$ cat config.mk
export PLATFORM = sky130hd
export DESIGN_NAME = card_socket_ctrl
export DESIGN_NICKNAME = d
export VERILOG_FILES = /design/src/rtl/card_socket_pkg.sv /design/src/rtl/card_socket_ctrl.sv
export SDC_FILE = /design/constraint.sdc
export NUM_CORES = 1
export LEC_CHECK = 0
export BUFFER_PORTS_ARGS = -buffer_cell sky130_fd_sc_hd__buf_4
export CAP_MARGIN = 20
export CORE_MARGIN = 3
export CORE_UTILIZATION = 55
export DETAILED_ROUTE_END_ITERATION = 6
export PLACE_DENSITY = 0.77
export SYNTH_ARGS = -nofsm -noshare
export SYNTH_HDL_FRONTEND = slang
export SYNTH_SLANG_ARGS = --single-unit
$ cat constraint.sdc
create_clock -name clock -period 2.35 [get_ports clock]
set_input_delay 0.235 -clock clock [delete_from_list [all_inputs] [get_ports clock]]
set_output_delay 0.235 -clock clock [all_outputs]
set_load 0.05 [all_outputs]
$ cat src/rtl/card_socket_pkg.sv
package card_socket_pkg;

	// ------------------------------------------------------------
	// supply decode
	// ------------------------------------------------------------
	// decoded supply class from the two sense lines
	typedef enum logic [1:0] {
		volt_5v,     // both sense lines open (high)
		volt_3v,     // sense one grounded
		volt_xv,     // sense two grounded
		volt_lv      // both grounded
	} card_volt_e;

	// ------------------------------------------------------------
	// socket count and clock control
	// ------------------------------------------------------------
	localparam int        SOCKET_COUNT   = 2;
	// card clock divider values: full rate toggles every host clock
	localparam logic [3:0] DIV_FULL      = 4'h0;
	localparam logic [3:0] DIV_SLOW      = 4'h7;
	// last warning count: the clock-run warning is held this many cycles plus one before the clock slows
	localparam logic [3:0] CLKRUN_WARN   = 4'h4;
	// reset values
	localparam logic [3:0] DIV_RST       = 4'h0;
	localparam logic [3:0] CNT_RST       = 4'h0;

	// ------------------------------------------------------------
	// 16-bit access strobe timing
	// ------------------------------------------------------------
	// least width of a write strobe, in ns, and cycles at 4 ns
	localparam int         STROBE_NS     = 60;
	localparam int         CLK_NS        = 4;
	localparam logic [5:0] STROBE_CYC    = 6'((STROBE_NS + CLK_NS - 1) / CLK_NS);
	localparam logic [5:0] STROBE_RST    = 6'h00;

endpackage : card_socket_pkg

$ cat src/rtl/card_socket_ctrl.sv
// Notes on behaviour
// decode both sense lines into supply voltage
// hold access open while wait is low
// pulse write strobe low for memory writes
// write strobe marks terminal count, dma read
// card reports write-protect switch on protect line
// protect line is 16-bit port hit in io mode
// protect line serves as dma request
// protect line signals sampled on card clock rising edge
// card clock at half host rate, slow or stop low
// card requests faster clock over clock-run
// warn on clock-run before slowing clock
// reset floats card lines, controller drives levels
// reset asserts anytime, releases on card clock
// attribute select high common, low attribute/io
// output enable marks terminal count, dma write
// each socket fully independent
module card_socket_ctrl
	import card_socket_pkg::*;
(
	input  wire logic                          clock,
	input  wire logic                          rstn,
	// per-socket host side requests
	input  wire logic [SOCKET_COUNT-1:0]       mem_write_req,
	input  wire logic [SOCKET_COUNT-1:0]       attr_space,
	input  wire logic [SOCKET_COUNT-1:0]       io_mode,
	input  wire logic [SOCKET_COUNT-1:0]       dma_read_tc_req,
	input  wire logic [SOCKET_COUNT-1:0]       dma_write_tc_req,
	input  wire logic [SOCKET_COUNT-1:0]       slow_clock_req,
	input  wire logic [SOCKET_COUNT-1:0]       stop_clock_req,
	input  wire logic [SOCKET_COUNT-1:0]       card_reset_req,
	// card pins, sampled through two flops
	input  wire logic [SOCKET_COUNT-1:0]       voltage_sense_one,
	input  wire logic [SOCKET_COUNT-1:0]       voltage_sense_two,
	input  wire logic [SOCKET_COUNT-1:0]       wait_n,
	input  wire logic [SOCKET_COUNT-1:0]       write_protect,
	input  wire logic [SOCKET_COUNT-1:0]       card_clock_run_in,
	// card pin drivers
	output logic      [SOCKET_COUNT-1:0]       write_en_n,
	output logic      [SOCKET_COUNT-1:0]       output_en_n,
	output logic      [SOCKET_COUNT-1:0]       attr_sel_n,
	output logic      [SOCKET_COUNT-1:0]       card_bus_clock,
	output logic      [SOCKET_COUNT-1:0]       card_clock_run_out,
	output logic      [SOCKET_COUNT-1:0]       card_clock_run_oe,
	output logic      [SOCKET_COUNT-1:0]       card_bus_reset_n,
	output logic      [SOCKET_COUNT-1:0]       card_lines_float,
	// status back to host side
	output logic      [SOCKET_COUNT*2-1:0]     card_volt,
	output logic      [SOCKET_COUNT-1:0]       write_done,
	output logic      [SOCKET_COUNT-1:0]       write_protected,
	output logic      [SOCKET_COUNT-1:0]       port_sixteen_bit_ind,
	output logic      [SOCKET_COUNT-1:0]       dma_request
);
	import card_socket_pkg::*;

	// ------------------------------------------------------------
	// decode helper
	// ------------------------------------------------------------
	// sense lines are grounded by the card to signal a lower supply
	function automatic card_volt_e volt_decode(input logic s1, input logic s2);
		case ({s2, s1})
			2'h3:    volt_decode = volt_5v;
			2'h2:    volt_decode = volt_3v;
			2'h1:    volt_decode = volt_xv;
			default: volt_decode = volt_lv;
		endcase
	endfunction : volt_decode

	// write strobe sequence states
	typedef enum logic [1:0] {st_idle, st_strobe, st_wait, st_done} wr_state_e;

	// ------------------------------------------------------------
	// one slice per socket
	// ------------------------------------------------------------
	genvar s;
	generate
		for (s = 0; s < SOCKET_COUNT; s++) begin : g_sock
			// pin synchronisers: first stage read only by the second
			logic [4:0] sync1_reg, sync2_reg;
			// registered state and next values
			wr_state_e  wr_reg, wr_next;
			logic [5:0] str_cnt_reg, str_cnt_next;
			logic [3:0] div_reg, div_next;          // current divider
			logic [3:0] tick_reg, tick_next;        // divider counter
			logic [3:0] warn_reg, warn_next;        // clock-run warning count
			logic       card_bus_clock_reg, card_bus_clock_next;
			logic       run_oe_reg, run_oe_next;
			logic       rst_n_reg, rst_n_next;
			logic       run_out_reg, run_out_next;      // level shown on clock-run
			logic       float_reg, float_next;          // card lines released
			logic       we_n_reg, we_n_next;
			logic       oe_n_reg, oe_n_next;
			logic       attr_n_reg, attr_n_next;
			logic       done_reg, done_next;
			logic [1:0] volt_reg, volt_next;
			logic       wp_reg, wp_next, io16_reg, io16_next, dreq_reg, dreq_next;
			logic       wait_s, prot_s, run_s, rise;

			// two-flop synchroniser for all card inputs
			always_ff @(posedge clock or negedge rstn) begin
				if (!rstn) begin
					sync1_reg <= 5'h1F;
					sync2_reg <= 5'h1F;
				end else begin
					sync1_reg <= {card_clock_run_in[s], write_protect[s], wait_n[s],
					              voltage_sense_two[s], voltage_sense_one[s]};
					sync2_reg <= sync1_reg;
				end
			end
			assign wait_s = sync2_reg[2];
			assign prot_s = sync2_reg[3];
			assign run_s  = sync2_reg[4];

			// ----------------------------------------------------
			// next-state logic
			// ----------------------------------------------------
			always_comb begin
				wr_next      = wr_reg;
				str_cnt_next = str_cnt_reg;
				div_next     = div_reg;
				tick_next    = tick_reg;
				warn_next    = warn_reg;
				card_bus_clock_next    = card_bus_clock_reg;
				run_oe_next  = 1'b0;
				rst_n_next   = rst_n_reg;
				we_n_next    = 1'b1;
				oe_n_next    = 1'b1;
				done_next    = 1'b0;
				rise         = 1'b0;
				// supply class follows the sense pins continuously
				volt_next    = 2'(volt_decode(sync2_reg[0], sync2_reg[1]));
				// attribute select low only for attribute or io space
				attr_n_next  = ~(attr_space[s] | io_mode[s]);

				// card clock: divider, stop holds the clock low
				if (stop_clock_req[s] && !card_bus_clock_reg) begin
					tick_next = CNT_RST;
				end else if (tick_reg >= div_reg) begin
					tick_next = CNT_RST;
					card_bus_clock_next = ~card_bus_clock_reg;
					rise      = ~card_bus_clock_reg;
				end else begin
					tick_next = 4'(tick_reg + 4'h1);
				end

				// card pulling clock-run low asks for full speed
				if (!run_s) begin
					div_next  = DIV_FULL;
					warn_next = CNT_RST;
				end else if (slow_clock_req[s] && div_reg != DIV_SLOW) begin
					// drive clock-run high as advance notice, then slow
					run_oe_next = 1'b1;
					if (warn_reg == CLKRUN_WARN) begin
						div_next  = DIV_SLOW;
						warn_next = CNT_RST;
					end else begin
						warn_next = 4'(warn_reg + 4'h1);
					end
				end else if (!slow_clock_req[s]) begin
					div_next  = DIV_FULL;
					warn_next = CNT_RST;
				end

				// reset: assert at once, release only on a card clock rise
				if (card_reset_req[s]) begin
					rst_n_next = 1'b0;
				end else if (rise) begin
					rst_n_next = 1'b1;
				end

				// write strobe sequencer
				case (wr_reg)
					st_idle: begin
						if (mem_write_req[s] && !io_mode[s]) begin
							wr_next      = st_strobe;
							str_cnt_next = STROBE_CYC;
							we_n_next    = 1'b0;
						end
					end
					st_strobe: begin
						we_n_next = 1'b0;
						if (str_cnt_reg != STROBE_RST) begin
							str_cnt_next = 6'(str_cnt_reg - 6'h01);
						end else begin
							wr_next = st_wait;
						end
					end
					st_wait: begin
						// card stretches the cycle while wait is low
						we_n_next = 1'b0;
						if (wait_s) begin
							we_n_next = 1'b1;
							wr_next   = st_done;
						end
					end
					st_done: begin
						done_next = 1'b1;
						wr_next   = st_idle;
					end
					default: wr_next = st_idle;
				endcase

				// dma terminal count overlays on the strobes
				if (dma_read_tc_req[s]) begin
					we_n_next = 1'b0;
				end
				if (dma_write_tc_req[s]) begin
					oe_n_next = 1'b0;
				end

				// while in reset the card lines are released
				if (!rst_n_next) begin
					we_n_next = 1'b1;
					oe_n_next = 1'b1;
					wr_next   = st_idle;
				end

				// the level on clock-run follows its enable: high while warning,
				// low once released, so the pin never carries a stale high
				run_out_next = run_oe_next;
				// lines float for exactly as long as card reset is held
				float_next   = ~rst_n_next;
			end

			// protect line meaning depends on mode; taken on card clock rise
			always_comb begin
				wp_next   = wp_reg;
				io16_next = io16_reg;
				dreq_next = dreq_reg;
				if (rise) begin
					wp_next   = !io_mode[s] && prot_s;
					io16_next = io_mode[s] && !prot_s;
					dreq_next = prot_s;
				end
			end

			// ----------------------------------------------------
			// state registers
			// ----------------------------------------------------
			always_ff @(posedge clock or negedge rstn) begin
				if (!rstn) begin
					wr_reg      <= st_idle;
					str_cnt_reg <= STROBE_RST;
					div_reg     <= DIV_RST;
					tick_reg    <= CNT_RST;
					warn_reg    <= CNT_RST;
					card_bus_clock_reg    <= 1'b0;
					run_oe_reg  <= 1'b0;
					rst_n_reg   <= 1'b0;
					run_out_reg <= 1'b0;
					float_reg   <= 1'b1;
					we_n_reg    <= 1'b1;
					oe_n_reg    <= 1'b1;
					attr_n_reg  <= 1'b1;
					done_reg    <= 1'b0;
					volt_reg    <= 2'h0;
					wp_reg      <= 1'b0;
					io16_reg    <= 1'b0;
					dreq_reg    <= 1'b0;
				end else begin
					wr_reg      <= wr_next;
					str_cnt_reg <= str_cnt_next;
					div_reg     <= div_next;
					tick_reg    <= tick_next;
					warn_reg    <= warn_next;
					card_bus_clock_reg    <= card_bus_clock_next;
					run_oe_reg  <= run_oe_next;
					rst_n_reg   <= rst_n_next;
					run_out_reg <= run_out_next;
					float_reg   <= float_next;
					we_n_reg    <= we_n_next;
					oe_n_reg    <= oe_n_next;
					attr_n_reg  <= attr_n_next;
					done_reg    <= done_next;
					volt_reg    <= volt_next;
					wp_reg      <= wp_next;
					io16_reg    <= io16_next;
					dreq_reg    <= dreq_next;
				end
			end

			// outputs straight from flops
			assign write_en_n[s]           = we_n_reg;
			assign output_en_n[s]          = oe_n_reg;
			assign attr_sel_n[s]           = attr_n_reg;
			assign card_bus_clock[s]       = card_bus_clock_reg;
			// clock-run level has its own flop; high only while the warning runs
			assign card_clock_run_out[s]   = run_out_reg;
			assign card_clock_run_oe[s]    = run_oe_reg;
			assign card_bus_reset_n[s]     = rst_n_reg;
			// float flag has a flop of its own, so the pin leaves a register
			// directly and changes on the same edge as the reset pin
			assign card_lines_float[s]     = float_reg;
			assign card_volt[2*s +: 2]     = volt_reg;
			assign write_done[s]           = done_reg;
			assign write_protected[s]      = wp_reg;
			assign port_sixteen_bit_ind[s] = io16_reg;
			assign dma_request[s]          = dreq_reg;
		end
	endgenerate

endmodule : card_socket_ctrl

# Word-level counts from Yosys, hierarchy flattened

Index checks and enable logic that the tools add are counted.

Bitwise operators: 10
Reductions and logical operators: 30
$add $sub $neg: 6
Eq/ne operators: 30
Magnitude comparators: 2
Muxes and demuxes: 64

Operator list:

| cell                                                                    | number |
|---|---|
| 4-bit 2-to-1 mux                                                        | 18 |
| 1-bit 2-to-1 mux                                                        | 26 |
| 6-bit 2-to-1 mux                                                        | 4 |
| 6-bit case mux with 2 select lines                                      | 2 |
| 3-bit inequality test, second input constant                            | 6 |
| 4-bit by 1-bit adder with 4-bit output, second input constant           | 4 |
| 2-bit == test, second input constant                                    | 8 |
| 2-bit 2-to-1 mux                                                        | 8 |
| 2-bit case mux with 4 select lines                                      | 2 |
| 3-bit by 2-bit inequality test with 1-bit output, second input constant | 4 |
| 2-bit case mux with 3 select lines                                      | 2 |
| 3-bit AND reduction                                                     | 4 |
| 6-bit nonzero test                                                      | 2 |
| 6-bit by 1-bit subtractor with 6-bit output, second input constant      | 2 |
| 1-bit logical AND                                                       | 10 |
| 2-bit by 1-bit == test with 1-bit output, second input constant         | 4 |
| 4-bit by 3-bit == test with 1-bit output, second input constant         | 2 |
| 4-bit greater-or-equal comparator                                       | 2 |
| 2-bit inequality test, second input constant                            | 4 |
| 4-bit by 3-bit inequality test with 1-bit output, second input constant | 2 |
| 1-bit NOT                                                               | 8 |
| 2-bit AND reduction                                                     | 4 |
| 1-bit logical NOT                                                       | 6 |
| 1-bit case mux with 3 select lines                                      | 2 |
| other kinds (3)                                                         | 6 |

Output and inout bits: 28
Input bits: 28
Logic and storage cells: 180
Flip-flop bits (word level): 86

# Longest topological paths before layout

Depth in word-level cells: 7
Depth in mapped cells: 7
Mapped depth without buffers: 6

# Least setup slack after synthesis

No wires, ideal clock.

Path type: register to register
Start point: reg g_sock[0].div_reg[1]
End point: reg g_sock[0].dreq_reg
Buffers on the path: 1
Setup time: 0.125 ns
Cell stages (with the launch flop): 8
Data required time: 2.225 ns
Period minus slack after synthesis: 1.967 ns
Slack: 0.383 ns
Arrival: 1.843 ns
Cell sequence: dfrtp_1 -> clkbuf_1 -> inv_1 -> ha_1 -> a211oi_1 -> o21ai_1 -> nand2_1 -> mux2_2

Cells in the longest elaborated chain, start to end: 3

Ends and longest elaborated chain:

| what                              | RTL line                | source |
|---|---|---|
| start, declared                   | card_socket_ctrl.sv:83  | `logic [3:0] div_reg, div_next;` |
| start signal, assigned            | card_socket_ctrl.sv:263 | `div_reg <= div_next;` |
| 4-bit greater-or-equal comparator | card_socket_ctrl.sv:138 | `end else if (tick_reg >= div_reg) begin` |
| 1-bit 2-to-1 mux                  | card_socket_ctrl.sv:138 |  |
| 1-bit 2-to-1 mux                  | card_socket_ctrl.sv:136 | `if (stop_clock_req[s] && !card_bus_clock_reg) begin` |
| end signal, assigned              | card_socket_ctrl.sv:278 | `dreq_reg <= dreq_next;` |
| end, declared                     | card_socket_ctrl.sv:96  | `logic wp_reg, wp_next, io16_reg, io16_next, dreq_reg, dreq_next;` |

Every way passes these cells.
A chain may end at the register's enable or synchronous reset.

# Worst setup path in the final report

Start point: reg g_sock[1].div_reg[1]
End point: reg g_sock[1].dreq_reg

Cells in the longest elaborated chain, start to end: 3

Ends and longest elaborated chain:

| what                              | RTL line |
|---|---|
| start, declared                   | card_socket_ctrl.sv:83 |
| start signal, assigned            | card_socket_ctrl.sv:263 |
| 4-bit greater-or-equal comparator | card_socket_ctrl.sv:138 |
| 1-bit 2-to-1 mux                  | card_socket_ctrl.sv:138 |
| 1-bit 2-to-1 mux                  | card_socket_ctrl.sv:136 |
| end signal, assigned              | card_socket_ctrl.sv:278 |
| end, declared                     | card_socket_ctrl.sv:96 |

Every way passes these cells.

==> impl_metrics.py <==
metrics = {
    "power": {
        "ir_worst_vdd_mv": 0.392,
        "cellLeakagePower_uw": 0.00214,
        "powerDensity_nw_per_um2": 642,
        "total_power_uw": 2910,
    },
    "clock_network": {
        "number_of_buffers_added_for_setup_after_cts": 0,
        "clock_tree.htree_level_count": 3,
        "cts-root-buf": "clkbuf_8",
        "numCtsBuffers": 9,
        "clock_path_buffers": 2,
        "clk-insertion-delay-late_ns": 0.33,
        "tritoncts": "done",
        "cts.sink_count": 80,
        "cts.reportedPaths.clkPinSlew_ns": 0.08,
    },
    "detailed_routing": {
        "drt-total-wl_mm": 6.44,
        "avgRoutedWirePerCell_um": 12.8,
        "remaining_drc_errors": 0,
        "drt_pre_antenna_iters": 4,
        "drt_first_iter_violations": 79,
        "ant_nets": 0,
        "vias_per_cell": 5.16,
        "detailroute.via_count": 2588,
    },
    "place": {
        "placement.cell_area_um2": 4200,
        "place.gp.congestion": 0.800,
        "io_buffers": 55,
        "post-dp-hpwl_mm": 4.76,
        "dpl_worst_slack_ns": 0.352,
    },
    "timing": {
        "final.period_utilization_pct": 86.2,
        "slew_viol_final": 0,
        "maxClockFrequency_ghz": 0.494,
        "hold_slack_ns": 0.0263,
        "hold_viol_final": 0,
        "tightest_slew_ns": 0.896,
        "fin_worst_skew_ns": 0.00748,
        "rsz0062_at_grt": "false",
        "finalWorstSetupSlack_ns": 0.324,
        "period_needed_ns": 2.03,
        "totalNegativeSetupSlack_ns": 0,
        "slew_headroom_pct": 40.3,
        "setup_viol": 0,
    },
    "die": {
        "start_util_pct": 58.7,
        "placement_rows": 29,
        "total_die_area_um2": 8050,
        "top_level_ports": 56,
        "die_w_um": 89.7,
        "core-area_um2": 6570,
        "chipHeight_um": 89.7,
    },
    "worst_setup_path": {
        "timing.critical_path.from_type": "flop",
        "timing.critical_path.fanout_max": 7,
        "crit_path_start": "g_sock[1].div_reg[1]",
        "critical_path.reg2reg.startpoint": "g_sock[1].div_reg[1]",
        "reg2reg_setup_slack_ns": 0.32,
        "crit_path_arrival_time_ns": 2.24,
        "timing_worst_setup_path_type": "reg2reg",
        "cp.required_ns": 2.57,
        "end_kind": "flop",
    },
    "final_layout": {
        "proportion_of_layout_cells_with_a_drive_suffix_above_1_pct": 28.6,
        "largest_register_ffs": 12,
        "num_antenna_cells": 0,
        "fin_nets": 458,
        "area_growth_pct": 17.4,
        "postLayoutCellArea_um2": 4530,
    },
    "run_status": {
        "status": "complete, no violations",
    },
    "global_routing": {
        "track_usage_pct": 16.5,
        "grt-ovfl-total": 0,
        "antenna_found_initial": 0,
        "grt_most_used_layer": "met2",
        "grtUsageMet2_pct": 27.6,
        "met3_usage_pct": 5.18,
        "grt_util_met1_pct": 20.8,
        "first_global_vias": 2497,
        "grt_max_degree": 77,
        "grt_first_pass_wirelength_mm": 11.0,
    },
    "yosys": {
        "post-synth-top-count-cell": "dfrtp_1",
        "synth_seq_cells": 80,
        "synthArstFlopShare_pct": 100,
        "synth.yosys.seq_area_share_pct": 52.8,
        "number_of_enable_flip_flop_cells_after_synthesis": 0,
        "synth.cell_area_um2": 3860,
        "synthFlopType": "dfrtp_1",
        "synth_area_leaders": "dfrtp_1, dfstp_2, ha_1, buf_4, nor2_1",
        "synthDistinctLibCells": 44,
        "yosysWarningCount": 0,
        "synthDominantCellAreaShare_pct": 33.7,
        "avgSynthCellArea_um2": 11.0,
        "post-synth-top-area-cell": "dfrtp_1",
        "ys_top_cells_by_count": "dfrtp_1, nor2_1, inv_1",
        "synth_cells": 351,
        "synth.net_count": 405,
    },
    "min_path": {
        "hold_path_class": "in2async",
    },
    "run": {
        "max-cap-violations": 0,
    },
}
-- path summary, 6_finish.rpt --
check	end	cells after the start
setup reg to reg	g_sock[1].dreq_reg	6
hold / removal	g_sock[0].warn_reg[3]	1
max in group asynchronous	g_sock[1].attr_n_reg	2
hold reg to reg	g_sock[0].sync2_reg[4]	0
setup / recovery	g_sock[1].dreq_reg	6
min in group clock	g_sock[0].oe_n_reg	2
-- kinds of logic after synthesis --
logic type | after synthesis | synth area share (%)
simple gates | 101 | 14.3
compound gates | 73 | 13.2
flops | 80 | 52.8
xor+xnor | 3 | 0.682
buf+inv | 59 | 8.21
fa+ha+maj | 26 | 8.44
mux | 9 | 2.40
-- final cells by class --
class / instances / area, um2
sequential: 80 / 2040
tap: 93 / 116
timing repair buffer: 69 / 548
clock buffer: 14 / 163
inverter: 32 / 120
fill: 482 / 2040
clock inverter: 2 / 38.8
multi-input combinational: 212 / 1500
-- critical path, stage by stage, from the launching register on --
cell and delay [ns]:
dfrtp_1 0.47, inv_1 0.12, ha_1 0.32, a211oi_1 0.29, o21ai_1 0.21, nand2_1 0.15, mux2_2 0.34
-- cell usage in the layout, fill, tap and decap left out, types with 11 or more instances in the layout --
cell,count
ha_1,26
clkbuf_8,11
a21oi_1,22
dlygate4sd3_1,12
nand2_1,14
nor2_1,34
dfrtp_1,52
o21ai_0,15
dfstp_2,28
nand3_1,11
inv_1,32
buf_4,57
-- routing by layer --
metal | vias to the layer above | share of wire, %
met5 | - | 0
met4 | 0 | 0.88
met3 | 6 | 5.6
met2 | 73 | 49
met1 | 1241 | 45
li1 | 1268 | -
-- timing repair --
item | 4_1_cts | 5_1_grt
endpoints found under the hold margin | 10 | 2
gates resized for setup | 0 | 0
hold buffers | 10 | 2
-- per-stage QoR --
stage	util, %	instances
finish	68.9	502
global route	68.9	502
CTS	68.6	500
detailed placement	64.0	474
global placement	64.0	474
floorplan	-	351
-- report_power, final --
part           switching, uW  internal [uW]
registers               38.5           1460
clock network            443            553
logic                    266            149
total                    748           2160
Power figures use the tool's default switching activity.
